## src/verilog/bmmo_map.vh

```
// Constants for the bit-move / multiply / OR execution unit.
// Assumes inclusion by bare name from files under verilog/.
`ifndef BMMO_MAP_VH
`define BMMO_MAP_VH

// ----------------------------------------
// Opcodes
// ----------------------------------------
`define BMMO_OP_NOP       8'h00
`define BMMO_OP_MOV_C_BIT 8'hA3
`define BMMO_OP_MOV_BIT_C 8'h92
`define BMMO_OP_DP_LOAD   8'h90
`define BMMO_OP_CODE_DP   8'h93
`define BMMO_OP_CODE_PC   8'h83
`define BMMO_OP_XRD_RI    7'h71
`define BMMO_OP_XRD_DP    8'hE0
`define BMMO_OP_XWR_RI    7'h79
`define BMMO_OP_XWR_DP    8'hF0
`define BMMO_OP_MUL       8'hA4
`define BMMO_OP_OR_A_RN   5'h09
`define BMMO_OP_OR_A_DIR  8'h45
`define BMMO_OP_OR_A_IND  7'h23
`define BMMO_OP_OR_A_IMM  8'h44
`define BMMO_OP_OR_D_A    8'h42
`define BMMO_OP_OR_D_IMM  8'h43

// ----------------------------------------
// Operation classes
// ----------------------------------------
`define BMMO_CL_NOP     4'h0
`define BMMO_CL_C_BIT   4'h1
`define BMMO_CL_BIT_C   4'h2
`define BMMO_CL_DP_LOAD 4'h3
`define BMMO_CL_CODE_DP 4'h4
`define BMMO_CL_CODE_PC 4'h5
`define BMMO_CL_XRD_RI  4'h6
`define BMMO_CL_XRD_DP  4'h7
`define BMMO_CL_XWR_RI  4'h8
`define BMMO_CL_XWR_DP  4'h9
`define BMMO_CL_MUL     4'hA
`define BMMO_CL_OR_A    4'hB
`define BMMO_CL_OR_D    4'hC

// ----------------------------------------
// Reset values and counts
// ----------------------------------------
`define BMMO_RST_BYTE   8'h00
`define BMMO_RST_WORD   16'h0000
`define BMMO_MUL_STEPS  2'h3
`endif

```

## src/verilog/bmmo_decode.v

```verilog
// Opcode decoder: class, length in bytes and cycle count.
// Assumes an opcode held stable by the caller; purely combinational.
`timescale 1ns/1ns
`include "bmmo_map.vh"
module bmmo_decode (
   input  wire [7:0] op,
   output reg  [3:0] cls,
   output reg  [1:0] len,
   output reg  [2:0] ncyc,
   output reg        bad
);
   always @* begin
      cls  = `BMMO_CL_NOP;
      len  = 2'h1;
      ncyc = 3'h1;
      bad  = 1'b0;
      if (op == `BMMO_OP_NOP) begin
         cls = `BMMO_CL_NOP; // RULE14
      end else if (op == `BMMO_OP_MOV_C_BIT) begin
         cls = `BMMO_CL_C_BIT; len = 2'h2; // RULE2
      end else if (op == `BMMO_OP_MOV_BIT_C) begin
         cls = `BMMO_CL_BIT_C; len = 2'h2; ncyc = 3'h2; // RULE3
      end else if (op == `BMMO_OP_DP_LOAD) begin
         cls = `BMMO_CL_DP_LOAD; len = 2'h3; ncyc = 3'h2;
      end else if (op == `BMMO_OP_CODE_DP) begin
         cls = `BMMO_CL_CODE_DP; ncyc = 3'h2;
      end else if (op == `BMMO_OP_CODE_PC) begin
         cls = `BMMO_CL_CODE_PC; ncyc = 3'h2; // RULE6
      end else if (op[7:1] == `BMMO_OP_XRD_RI) begin
         cls = `BMMO_CL_XRD_RI; ncyc = 3'h2; // RULE11
      end else if (op == `BMMO_OP_XRD_DP) begin
         cls = `BMMO_CL_XRD_DP; ncyc = 3'h2; // RULE11
      end else if (op[7:1] == `BMMO_OP_XWR_RI) begin
         cls = `BMMO_CL_XWR_RI; ncyc = 3'h2; // RULE11
      end else if (op == `BMMO_OP_XWR_DP) begin
         cls = `BMMO_CL_XWR_DP; ncyc = 3'h2; // RULE11
      end else if (op == `BMMO_OP_MUL) begin
         cls = `BMMO_CL_MUL; ncyc = 3'h4; // RULE12
      end else if (op[7:3] == `BMMO_OP_OR_A_RN || op[7:1] == `BMMO_OP_OR_A_IND) begin
         cls = `BMMO_CL_OR_A; // RULE18
      end else if (op == `BMMO_OP_OR_A_DIR || op == `BMMO_OP_OR_A_IMM) begin
         cls = `BMMO_CL_OR_A; len = 2'h2; // RULE18
      end else if (op == `BMMO_OP_OR_D_A) begin
         cls = `BMMO_CL_OR_D; len = 2'h2; // RULE16
      end else if (op == `BMMO_OP_OR_D_IMM) begin
         cls = `BMMO_CL_OR_D; len = 2'h3; ncyc = 3'h2; // RULE16
      end else begin
         bad = 1'b1;
      end
   end
endmodule

```

## src/verilog/bmmo_mul.v

```verilog
// Unsigned 8x8 multiplier, two multiplier bits per clock.
// Assumes start is a one-cycle pulse; product is complete three
// edges after the start edge and holds until the next start.
`timescale 1ns/1ns
`include "bmmo_map.vh"
module bmmo_mul (
   input  wire        core_clk,
   input  wire        rst_n,
   input  wire        start,
   input  wire [7:0]  a_in,
   input  wire [7:0]  b_in,
   output wire [15:0] product
);
   reg [7:0]  a_reg;
   reg [7:0]  b_reg;
   reg [15:0] prod_reg;
   reg [1:0]  step_reg;
   reg        run_reg;

   function [15:0] partial;
      input [7:0] a;
      input [1:0] bits;
      input [1:0] step;
      begin
         partial = ({8'h00, a} * {14'h0000, bits}) << {step, 1'b0};
      end
   endfunction

   assign product = prod_reg;

   always @(posedge core_clk or negedge rst_n) begin
      if (!rst_n) begin
         a_reg    <= `BMMO_RST_BYTE;
         b_reg    <= `BMMO_RST_BYTE;
         prod_reg <= `BMMO_RST_WORD;
         step_reg <= 2'h0;
         run_reg  <= 1'b0;
      end else if (start) begin
         a_reg    <= a_in;
         b_reg    <= b_in;
         prod_reg <= partial(a_in, b_in[1:0], 2'h0);
         step_reg <= 2'h1;
         run_reg  <= 1'b1;
      end else if (run_reg) begin
         prod_reg <= prod_reg + partial(a_reg, b_reg[{step_reg, 1'b0} +: 2], step_reg);
         step_reg <= step_reg + 2'h1;
         run_reg  <= (step_reg != `BMMO_MUL_STEPS);
      end
   end
endmodule

```

## src/verilog/bmmo_exec.v

```verilog
// Execution unit for bit moves, pointer load, code reads, external
// data moves, unsigned multiply, no-operation and byte OR.
// Assumes the fetch logic presents all instruction bytes and the
// needed operand values together with instr_valid, and that the
// surrounding core performs direct and bit writes from the pulses.
//
// Behaviour
// RULE1: bit moves copy between carry and a direct bit, nothing else changes.
// RULE2: opcode A3 plus bit address loads carry; two bytes, one cycle.
// RULE3: opcode 92 plus bit address stores carry; two bytes, two cycles.
// RULE4: pointer load puts byte two in high byte, byte three in low.
// RULE5: code read address is accumulator plus 16-bit base, full carry.
// RULE6: with program counter base, advance it first; opcode 83, two cycles.
// RULE7: code read through data pointer leaves the pointer unchanged.
// RULE8: indirect external moves use R0 or R1 as 8-bit multiplexed address.
// RULE9: pointer external moves drive high byte out, low byte multiplexed.
// RULE10: high port latch keeps its value while pointer high byte is shown.
// RULE11: four external moves, one byte and two cycles each.
// RULE12: opcode A4 multiplies accumulator by B in four cycles.
// RULE13: multiply sets overflow above 255, always clears carry.
// RULE14: opcode 00 only advances the program counter.
// RULE15: byte OR writes the bitwise OR to the destination, flags kept.
// RULE16: six OR forms: four into accumulator, two into a direct byte.
// RULE17: OR into a port reads the output latch, not the pins.
// RULE18: OR forms 48-4F, 45 and 46-47 into accumulator take one cycle.
`timescale 1ns/1ns
`include "bmmo_map.vh"
module bmmo_exec (
   input  wire        core_clk,
   input  wire        rst_n,
   input  wire        instr_valid,
   input  wire [7:0]  instr_op,
   input  wire [7:0]  instr_byte2,
   input  wire [7:0]  instr_byte3,
   input  wire [7:0]  bank_register_val,
   input  wire [7:0]  indirect_pointer_reg0,
   input  wire [7:0]  indirect_pointer_reg1,
   input  wire [7:0]  indirect_data_val,
   input  wire [7:0]  direct_pin_val,
   input  wire [7:0]  direct_latch_val,
   input  wire        bit_val,
   input  wire [7:0]  code_data_in,
   input  wire [7:0]  ext_data_in,
   input  wire [7:0]  high_port_latch,
   output reg         busy_reg,
   output reg         done_reg,
   output reg         bad_op_reg,
   output reg  [7:0]  acc_reg,
   output reg  [7:0]  b_reg,
   output reg  [7:0]  pointer_high_byte_reg,
   output reg  [7:0]  pointer_low_byte_reg,
   output reg  [15:0] program_counter_reg,
   output reg         carry_reg,
   output reg         overflow_flag_reg,
   output reg         dir_wr_en_reg,
   output reg  [7:0]  dir_wr_addr_reg,
   output reg  [7:0]  dir_wr_data_reg,
   output reg         bit_wr_en_reg,
   output reg  [7:0]  bit_wr_addr_reg,
   output reg         bit_wr_data_reg,
   output reg         code_rd_en_reg,
   output reg  [15:0] code_addr_reg,
   output reg  [7:0]  low_addr_data_port_out_reg,
   output reg         low_addr_data_port_oe_reg,
   output reg  [7:0]  high_addr_port_out_reg,
   output reg         ext_ale_reg,
   output reg         ext_rd_n_reg,
   output reg         ext_wr_n_reg
);

   // ----------------------------------------
   // States and working registers
   // ----------------------------------------
   localparam [1:0] ST_IDLE = 2'b01;
   localparam [1:0] ST_RUN  = 2'b10;

   reg [1:0] state_reg;
   reg [7:0] op_reg;
   reg [7:0] byte2_reg;
   reg [7:0] byte3_reg;
   reg [3:0] cls_reg;
   reg [1:0] len_reg;
   reg [2:0] ncyc_reg;
   reg [2:0] cyc_reg;
   reg [7:0] src_reg;
   reg [7:0] dst_reg;
   reg       bit_src_reg;

   wire [3:0]  dec_cls;
   wire [1:0]  dec_len;
   wire [2:0]  dec_ncyc;
   wire        dec_bad;
   wire [15:0] mul_product;
   wire        accept;
   wire        mul_start;
   wire        last_cyc;
   wire        dp_xfer_start;
   wire        dp_xfer_run;
   wire [15:0] pc_next_instr;

   // ----------------------------------------
   // Helpers
   // ----------------------------------------
   function is_ext;
      input [3:0] cls;
      begin
         is_ext = (cls == `BMMO_CL_XRD_RI) || (cls == `BMMO_CL_XRD_DP) ||
                  (cls == `BMMO_CL_XWR_RI) || (cls == `BMMO_CL_XWR_DP);
      end
   endfunction

   function is_ext_dp;
      input [3:0] cls;
      begin
         is_ext_dp = (cls == `BMMO_CL_XRD_DP) || (cls == `BMMO_CL_XWR_DP);
      end
   endfunction

   function is_ext_rd;
      input [3:0] cls;
      begin
         is_ext_rd = (cls == `BMMO_CL_XRD_RI) || (cls == `BMMO_CL_XRD_DP);
      end
   endfunction

   // Source operand of an OR into the accumulator
   function [7:0] or_src;
      input [7:0] op;
      input [7:0] rn;
      input [7:0] dir;
      input [7:0] ind;
      input [7:0] imm;
      begin
         if (op[3])
            or_src = rn;
         else if (op[1])
            or_src = ind;
         else if (op[0])
            or_src = dir;
         else
            or_src = imm;
      end
   endfunction

   // ----------------------------------------
   // Submodules
   // ----------------------------------------
   bmmo_decode u_decode (
      .op   (instr_op),
      .cls  (dec_cls),
      .len  (dec_len),
      .ncyc (dec_ncyc),
      .bad  (dec_bad)
   );

   bmmo_mul u_mul (
      .core_clk (core_clk),
      .rst_n    (rst_n),
      .start    (mul_start),
      .a_in     (acc_reg),
      .b_in     (b_reg),
      .product  (mul_product)
   );

   assign accept = (state_reg == ST_IDLE) && instr_valid;
   assign mul_start = accept && (dec_cls == `BMMO_CL_MUL);
   assign last_cyc = (cyc_reg == ncyc_reg - 3'h1);
   assign dp_xfer_start = accept && is_ext_dp(dec_cls);
   assign dp_xfer_run = (state_reg == ST_RUN) && is_ext_dp(cls_reg) && !last_cyc;
   assign pc_next_instr = program_counter_reg + {14'h0000, len_reg};

   // ----------------------------------------
   // Sequencer
   // ----------------------------------------
   always @(posedge core_clk or negedge rst_n) begin
      if (!rst_n) begin
         state_reg <= ST_IDLE;
         op_reg <= `BMMO_RST_BYTE;
         byte2_reg <= `BMMO_RST_BYTE;
         byte3_reg <= `BMMO_RST_BYTE;
         cls_reg <= `BMMO_CL_NOP;
         len_reg <= 2'h1;
         ncyc_reg <= 3'h1;
         cyc_reg <= 3'h0;
         src_reg <= `BMMO_RST_BYTE;
         dst_reg <= `BMMO_RST_BYTE;
         bit_src_reg <= 1'b0;
         busy_reg <= 1'b0;
         done_reg <= 1'b0;
         bad_op_reg <= 1'b0;
         acc_reg <= `BMMO_RST_BYTE;
         b_reg <= `BMMO_RST_BYTE;
         pointer_high_byte_reg <= `BMMO_RST_BYTE;
         pointer_low_byte_reg <= `BMMO_RST_BYTE;
         program_counter_reg <= `BMMO_RST_WORD;
         carry_reg <= 1'b0;
         overflow_flag_reg <= 1'b0;
         dir_wr_en_reg <= 1'b0;
         dir_wr_addr_reg <= `BMMO_RST_BYTE;
         dir_wr_data_reg <= `BMMO_RST_BYTE;
         bit_wr_en_reg <= 1'b0;
         bit_wr_addr_reg <= `BMMO_RST_BYTE;
         bit_wr_data_reg <= 1'b0;
         code_rd_en_reg <= 1'b0;
         code_addr_reg <= `BMMO_RST_WORD;
         low_addr_data_port_out_reg <= `BMMO_RST_BYTE;
         low_addr_data_port_oe_reg <= 1'b0;
         high_addr_port_out_reg <= `BMMO_RST_BYTE;
         ext_ale_reg <= 1'b0;
         ext_rd_n_reg <= 1'b1;
         ext_wr_n_reg <= 1'b1;
      end else begin
         done_reg       <= 1'b0;
         dir_wr_en_reg  <= 1'b0;
         bit_wr_en_reg  <= 1'b0;
         code_rd_en_reg <= 1'b0;
         ext_ale_reg    <= 1'b0;
         // Port latch is never written here, only bypassed
         if (dp_xfer_start || dp_xfer_run)
            high_addr_port_out_reg <= pointer_high_byte_reg; // RULE9 RULE10
         else
            high_addr_port_out_reg <= high_port_latch; // RULE10
         case (state_reg)
            ST_IDLE: begin
               if (instr_valid) begin
                  state_reg   <= ST_RUN;
                  busy_reg    <= 1'b1;
                  op_reg      <= instr_op;
                  byte2_reg   <= instr_byte2;
                  byte3_reg   <= instr_byte3;
                  cls_reg     <= dec_cls;
                  len_reg     <= dec_len;
                  ncyc_reg    <= dec_ncyc;
                  cyc_reg     <= 3'h0;
                  bad_op_reg  <= dec_bad;
                  bit_src_reg <= bit_val;
                  src_reg     <= or_src(instr_op, bank_register_val, direct_pin_val,
                                        indirect_data_val, instr_byte2); // RULE16
                  // Read-modify-write of a port must see the latch
                  dst_reg     <= direct_latch_val; // RULE17
                  if (dec_cls == `BMMO_CL_CODE_DP) begin
                     code_rd_en_reg <= 1'b1;
                     code_addr_reg  <= {pointer_high_byte_reg, pointer_low_byte_reg} +
                                       {8'h00, acc_reg}; // RULE5 RULE7
                  end
                  if (dec_cls == `BMMO_CL_CODE_PC) begin
                     code_rd_en_reg <= 1'b1;
                     code_addr_reg  <= program_counter_reg + 16'h0001 +
                                       {8'h00, acc_reg}; // RULE5 RULE6
                  end
                  if (is_ext(dec_cls)) begin
                     ext_ale_reg               <= 1'b1;
                     low_addr_data_port_oe_reg <= 1'b1;
                     if (is_ext_dp(dec_cls))
                        low_addr_data_port_out_reg <= pointer_low_byte_reg; // RULE9
                     else if (instr_op[0])
                        low_addr_data_port_out_reg <= indirect_pointer_reg1; // RULE8
                     else
                        low_addr_data_port_out_reg <= indirect_pointer_reg0; // RULE8
                  end
               end
            end
            ST_RUN: begin
               cyc_reg <= cyc_reg + 3'h1;
               // Data phase of an external move follows the address phase
               if (is_ext(cls_reg) && (cyc_reg == 3'h0)) begin
                  if (is_ext_rd(cls_reg)) begin
                     low_addr_data_port_oe_reg <= 1'b0;
                     ext_rd_n_reg              <= 1'b0;
                  end else begin
                     low_addr_data_port_out_reg <= acc_reg;
                     ext_wr_n_reg               <= 1'b0;
                  end
               end
               if (last_cyc) begin
                  state_reg <= ST_IDLE;
                  busy_reg <= 1'b0;
                  done_reg <= 1'b1;
                  ext_rd_n_reg <= 1'b1;
                  ext_wr_n_reg <= 1'b1;
                  low_addr_data_port_oe_reg <= 1'b0;
                  // Relative code base is the following instruction
                  program_counter_reg <= pc_next_instr; // RULE14 RULE6
                  case (cls_reg)
                     `BMMO_CL_NOP: begin
                     end
                     `BMMO_CL_C_BIT: begin
                        carry_reg <= bit_src_reg; // RULE1 RULE2
                     end
                     `BMMO_CL_BIT_C: begin
                        bit_wr_en_reg   <= 1'b1; // RULE1 RULE3
                        bit_wr_addr_reg <= byte2_reg;
                        bit_wr_data_reg <= carry_reg;
                     end
                     `BMMO_CL_DP_LOAD: begin
                        pointer_high_byte_reg <= byte2_reg; // RULE4
                        pointer_low_byte_reg  <= byte3_reg; // RULE4
                     end
                     `BMMO_CL_CODE_DP, `BMMO_CL_CODE_PC: begin
                        acc_reg <= code_data_in; // RULE5
                     end
                     `BMMO_CL_XRD_RI, `BMMO_CL_XRD_DP: begin
                        acc_reg <= ext_data_in; // RULE11
                     end
                     `BMMO_CL_XWR_RI, `BMMO_CL_XWR_DP: begin
                     end
                     `BMMO_CL_MUL: begin
                        acc_reg <= mul_product[7:0]; // RULE12
                        b_reg <= mul_product[15:8]; // RULE12
                        overflow_flag_reg <= (mul_product[15:8] != 8'h00); // RULE13
                        carry_reg <= 1'b0; // RULE13
                     end
                     `BMMO_CL_OR_A: begin
                        acc_reg <= acc_reg | src_reg; // RULE15 RULE18
                     end
                     `BMMO_CL_OR_D: begin
                        dir_wr_en_reg   <= 1'b1; // RULE15 RULE16
                        dir_wr_addr_reg <= byte2_reg;
                        if (op_reg[0])
                           dir_wr_data_reg <= dst_reg | byte3_reg; // RULE17
                        else
                           dir_wr_data_reg <= dst_reg | acc_reg; // RULE17
                     end
                     default: begin
                     end
                  endcase
               end
            end
            default: begin
               state_reg <= ST_IDLE;
               busy_reg  <= 1'b0;
            end
         endcase
      end
   end

endmodule

```

## config.mk

```make
export PLATFORM = sky130hd
export DESIGN_NAME = bmmo_exec
export DESIGN_NICKNAME = d
export VERILOG_FILES = /design/src/verilog/bmmo_decode.v /design/src/verilog/bmmo_mul.v /design/src/verilog/bmmo_exec.v
export VERILOG_INCLUDE_DIRS = /design/src /design/src/verilog
export SDC_FILE = /design/constraint.sdc
export NUM_CORES = 1
export LEC_CHECK = 0
export BUFFER_PORTS_ARGS = -buffer_cell sky130_fd_sc_hd__buf_2
export CORE_MARGIN = 8
export CORE_UTILIZATION = 30
export DETAILED_ROUTE_END_ITERATION = 10
export REMOVE_ABC_BUFFERS = 1
export SLEW_MARGIN = 20
export SYNTH_ARGS = -nofsm -noshare
export SYNTH_HDL_FRONTEND = slang
export SYNTH_SLANG_ARGS = --single-unit
```

## constraint.sdc

```tcl
create_clock -name core_clk -period 4.77 [get_ports core_clk]
set_input_delay 0 -clock core_clk [delete_from_list [all_inputs] [get_ports core_clk]]
set_output_delay 0 -clock core_clk [all_outputs]
set_load 0.02 [all_outputs]
```

# After elaboration in Yosys (flattened, before gate mapping)
# Cells that the tools add are included.
# totals
elab_cells	262
regBits	200
# op_classes
eq_ne	47
n_bitwise	3
add_sub_neg	8
multipliers	2
shifts	2
reduce_logical	45
mux	115
# op_table
op	count
$mux 8	11
$eq 8x8->1 const B	8
$mux 16	4
$mux 4	15
$mux 3	15
$mux 1	43
$mux 2	20
$add 16x8->16	2
$eq 4x3->1 const B	8
$eq 4x4->1 const B	8
$eq 8x7->1 const B	4
$pmux 8 s4	1
$reduce_and 3->1	9
$or 8x8->8	3
$mul 8x2->10	2
$add 16x1->16 const B	1
$add 16x16->16	1
$add 16x2->16	1
$pmux 8 s2	1
$shl 10x3->16	1
$eq 7x7->1 const B	2
$reduce_bool 2->1	6
$logic_or 1x1->1	11
$ne 2x2->1 const B	5
other kinds (25)	40

# Logic depth before layout (Yosys ltp)
# depth
depth_word	23
ltp_mapped	19
depth_no_buf	18

# Modules after synthesis
# From an unflattened synthesis, not the netlist that was laid out.
# unflattened
cells_unflattened	1287
hier_area_um2	12065.3
# by_module_without_submodules
mod	instances	cells_each	area_each_um2	seq_area_each_um2
bmmo_exec	1	849	8343.0	4110.2
bmmo_mul	1	367	3283.1	875.8
bmmo_decode	1	71	439.2	0.0

# Worst setup path before layout
# No wires, ideal clock.
# synth_timing
path_kind	reg-to-reg
from	register u_mul.step_reg[0]
to	register u_mul.prod_reg[15] (netlist: u_mul.product[15])
required_ns	4.650
slack_ns	0.218
path_buffers	1
period_less_slack_ns	4.552
arrival_time_ns	4.433
setup_ns	0.120
stages_incl_launch_ff	20
path_cell_list	dfrtp_1 > buf_6 > mux4_1 > and2_1 > ha_1 > fa_1 > a211o_1 > o211ai_1 > nand2b_1 > a21oi_1 > xnor2_1 > mux2i_1 > o21ai_0 > ha_1 > o21a_1 > o221ai_1 > o21ai_0 > o21ai_0 > or4_1 > and3_1
# synth_via
elab_chain_len	6
# synth_lines
item	line_no	source
from (decl)	bmmo_mul.v:17	reg [1:0] step_reg;
from (signal assigned)	bmmo_mul.v:46	step_reg <= step_reg + 2'h1;
$shiftx 8x4->2	bmmo_mul.v:45	prod_reg <= prod_reg + partial(a_reg, b_reg[{step_reg, 1'b0} +: 2], step_reg);
$mul 8x2->10	bmmo_mul.v:25	partial = ({8'h00, a} * {14'h0000, bits}) << {step, 1'b0};
$shl 10x3->16 *	bmmo_mul.v:25	
$add 16x16->16 *	bmmo_mul.v:45	
$mux 16 *	bmmo_mul.v:44	end else if (run_reg) begin
$mux 16 *	bmmo_mul.v:38	end else if (start) begin
to (signal assigned)	bmmo_mul.v:35	prod_reg <= `BMMO_RST_WORD;
to (signal assigned)	bmmo_mul.v:41	prod_reg <= partial(a_in, b_in[1:0], 2'h0);
to (signal assigned)	bmmo_mul.v:45	
to (decl)	bmmo_mul.v:16	reg [15:0] prod_reg;
# Mark *: on every way between the ends. The rest lies on a longest branch, timed or not. The select of a mux whose other input is x is not followed.
# A chain may end at the register's enable or synchronous reset.

# Worst setup path after layout
# Same ends and word-level chain as after synthesis.

==> results by group <==
Logic synthesis
  • Post-synthesis sequential area ratio: 43.00%
  • Synth unique cells: 81
  • YS warnings: 0
  • Asr flop ratio synth: 100.0%
  • Mean Syn Cell Area: 9.277 sq um
  • Top_reg_cell synth: dfrtp_1
  • Synthesized area: 11600 sq um
  • Seq cells post-synth: 199
  • Syn Inst Count: 1250
  • Post-synth EDFFs: 0

Clocking
  • Latest clock arrival within the worst-skew pair: 0.47 ns
  • CTS clock-pin slew for the worst setup and hold paths: 0.08 ns
  • TritonCTS buffer count: 17
  • # H-tree levels: 4
  • Max Buffers Root-to-Sink: 2
  • TritonCTS clock tree: done
  • Clk sinks: 199
  • Root buffer cell: clkbuf_16

Routing
  • DR DRC count: 0
  • Vias: 10271
  • Final ANT Viol Nets: 0
  • Vias/cell: 5.037
  • DR pass1 iterations: 5
  • Drt total wl: 39400 um
  • DR iter-0 viols: 632
  • Average wire per standard cell: 19.32 um

Timing
  • Min Tclk post-route: 4.522 ns
  • Final Hold Violating Endpoints: 0
  • Clk_skew: 0.02665 ns
  • Setup WS post-layout: 0.2477 ns
  • Final Cycle Share: 94.81%
  • Final setup fails: 0
  • Worst-margin pin slew: 0.9453 ns
  • RSZ-0062 raised after global routing: no
  • Hold WS: 0.01308 ns
  • Achievable Freq: 221.1 MHz
  • Pins over their slew limit: 0
  • Slew margin rel.: 36.98%

Hold path
  • Hold path depth: 5
  • Hold Path End: src_reg[3]
  • Worst hold start: indirect_data_val[3]
  • Hold Crit Class: input port to flip-flop

Critical path
  • Crit-path slowest cell: mux4_2
  • Kind of critical path: flip-flop to flip-flop
  • Top delay family on crit path: compound AO/OA/AOI/OAI gates
  • Max stage delay on crit path: 0.57 ns
  • WP buf/inv: 0
  • Reg2Reg Depth: 18
  • CP cell instances: mux4_2, and2_1, ha_1, fa_2, a211o_1, o211ai_1, nand2b_1, a21oi_2, xnor2_1, mux2i_1, mux2i_1, ha_1, o21a_1, o221ai_2, o21ai_1, o21ai_2, or4_1, and3_1
  • WP data required: 5.10 ns
  • Crit path max fanout: 4
  • Reg-to-reg slack, setup: 0.25 ns
  • RR Endpoint: u_mul.product[15]
  • Worst R2R Start: u_mul.step_reg[0]
  • Crit path capture type: flip-flop
  • Startpoint Class: flip-flop
  • Crit path DAT: 4.86 ns

Die
  • Die span in y: 212.6 um
  • Row cnt: 72
  • Die Wd: 212.6 um
  • Core box area: 38380 sq um
  • IO Count: 217
  • Die area: 45200 sq um
  • Initial cell density of the core: 30.22%

Power
  • Cell internal pwr: 0.003967 W
  • Switch share: 41.93%
  • Lkg Pwr: 7.065 nW
  • Clk pwr share: 22.4%
  • VDD IR-drop max: 0.0002811 V
  • Part of the power in combinational logic: 38.9%
  • Flop pwr share: 38.7%
  • Power Dens Cells: 469.5 nW/um^2
  • Switching power: 0.002865 W

Status
  • Status: complete, no violations

Final layout
  • Antenna diodes: 0
  • Area of the multi-input gates: 6269 sq um
  • Share of post-route cells with drive strength above 1: 23.41%
  • Util after Layout: 37.91%
  • Non-Filler Instances: 2039
  • Final Cell Area: 14550 sq um
  • Area Growth Syn to Fin: 25.47%
  • Final net count: 1665
  • # fillers: 3939
  • Seq. cell area: 4986 sq um

GRT
  • Initial antenna violation count: 2
  • Global-route wire length before repair: 60240 um
  • Largest net degree at the start of global routing: 126
  • GRT Total Usage: 17.20%
  • Vias in the first global route: 10407
  • Total grt overflow: 0

Placement
  • Post-Place Setup Slack: -0.03162 ns
  • Placed inst area: 13230 sq um
  • DP HPWL: 29640 um
  • RePlAce Congestion: 0.9164
  • Port bufs: 216
  • Placed cells: 1941

Flow run
  • Max-capacitance violation count: 0
[layout make-up]
| type | count | share of cell area, % |
|---|---|---|
| multi-input combinational | 947 | 43.08 |
| sequential | 199 | 34.27 |
| clock buffer | 17 | 2.924 |
| timing repair buffer | 296 | 12.79 |
| inverter | 47 | 1.212 |
| tap | 518 | 4.454 |
| clock inverter | 15 | 1.273 |
[worst max-delay path by stage]
stage | start | endpoint | cells past startpoint
6_report | u_mul.step_reg[0] | u_mul.product[15] | 18
5_1_grt | u_mul.step_reg[0] | u_mul.product[14] | 17
4_1_cts | u_mul.step_reg[0] | u_mul.product[15] | 18
3_5_place_dp | u_mul.step_reg[0] | u_mul.product[13] | 18
3_3_place_gp | u_mul.step_reg[0] | u_mul.product[15] | 18
2_1_floorplan | u_mul.step_reg[0] | u_mul.product[15] | 18
[cells by family (layout without fill, tap and decap cells)]
kind of cell / Yosys count / in the layout / synth area share [%]
buffers and inverters: 104 / 375 / 3.550
and+or+nand+nor: 451 / 451 / 18.03
muxes: 83 / 83 / 7.931
adders and majority gates: 57 / 57 / 6.539
AOI/OAI and AO/OA: 293 / 293 / 16.07
xor gates and xnor gates: 63 / 63 / 4.888
DFF: 199 / 199 / 43.00
[routing by layer]
metal	global-route usage (%)	vias up	part of all wire, %
met5	0	-	0.069
met4	6.735	4	3.1
met2	28.32	263	48
li1	-	4917	-
met3	3.213	62	4.7
met1	22.09	5025	44
[cells in the final DEF (no fill, tap or decap), drive strengths merged, types with 5 or more instances in the layout]
master         n
dlygate4sd3   63
clkbuf        18
nand2b        11
nand3         22
nor2b         11
o21bai         6
nor3          18
o211ai         6
xor2          23
a31oi          7
o21a          13
dfstp          5
mux2i         33
ha            51
and3          13
mux2          48
buf          232
or4            5
or3            9
xnor2         39
and2          28
o21ai         79
clkinv         7
nand4          5
dfrtp        194
a21o          13
nand2        208
inv           52
a21oi         79
o221ai         6
a22oi         11
o22ai         11
nor2         103
a211oi        28
nor3b          8
fa             6
a221o          6
[tightest hold or removal path, stage by stage]
cell and delay, ns:
buf_2 0.08, a21oi_1 0.07, nor2_1 0.08, a21oi_1 0.06
o21ai_0 0.13
[through the flow]
stage / power, W / setup TNS [ns]
2_1_floorplan: 0.004241 / -0.03711
3_3_place_gp: 0.005179 / 0
3_5_place_dp: 0.005225 / -0.05557
4_1_cts: 0.006837 / 0
5_1_grt: 0.007300 / 0
6_report: 0.006831 / 0
[power groups by stage]
stage	clock network [W]	registers, W	logic (W)
after floorplan	0	0.00271	0.00153
after global placement	0	0.00266	0.00252
after detailed placement	0	0.00267	0.00255
after CTS	0.00156	0.00264	0.00263
after global routing	0.00162	0.00271	0.00298
final	0.00153	0.00264	0.00266
[cells in the mapped netlist (all sizes together), types with 15 or more instances]
cell type	instances	area share, %
a211oi	28	1.9
a21oi	79	3.4
and2	28	1.6
buf	15	0.66
clkbuf	42	1.4
dfrtp	194	42
ha	51	5.5
inv	45	1.5
mux2	48	4.7
mux2i	33	2.8
nand2	208	6.8
nand3	22	0.99
nor2	103	3.4
nor3	18	0.92
o21ai	79	3.4
xnor2	39	2.9
xor2	23	1.7
[timing repair]
item	4_1_cts	5_1_grt
pin swaps	0	2
setup buffers	1	2
hold buffers	63	0
cloned	0	0
endpoints found under the hold margin	123	0
gates resized for setup	2	16
setup endpoints to repair	2	5
(Power assumes the default switching activity.)
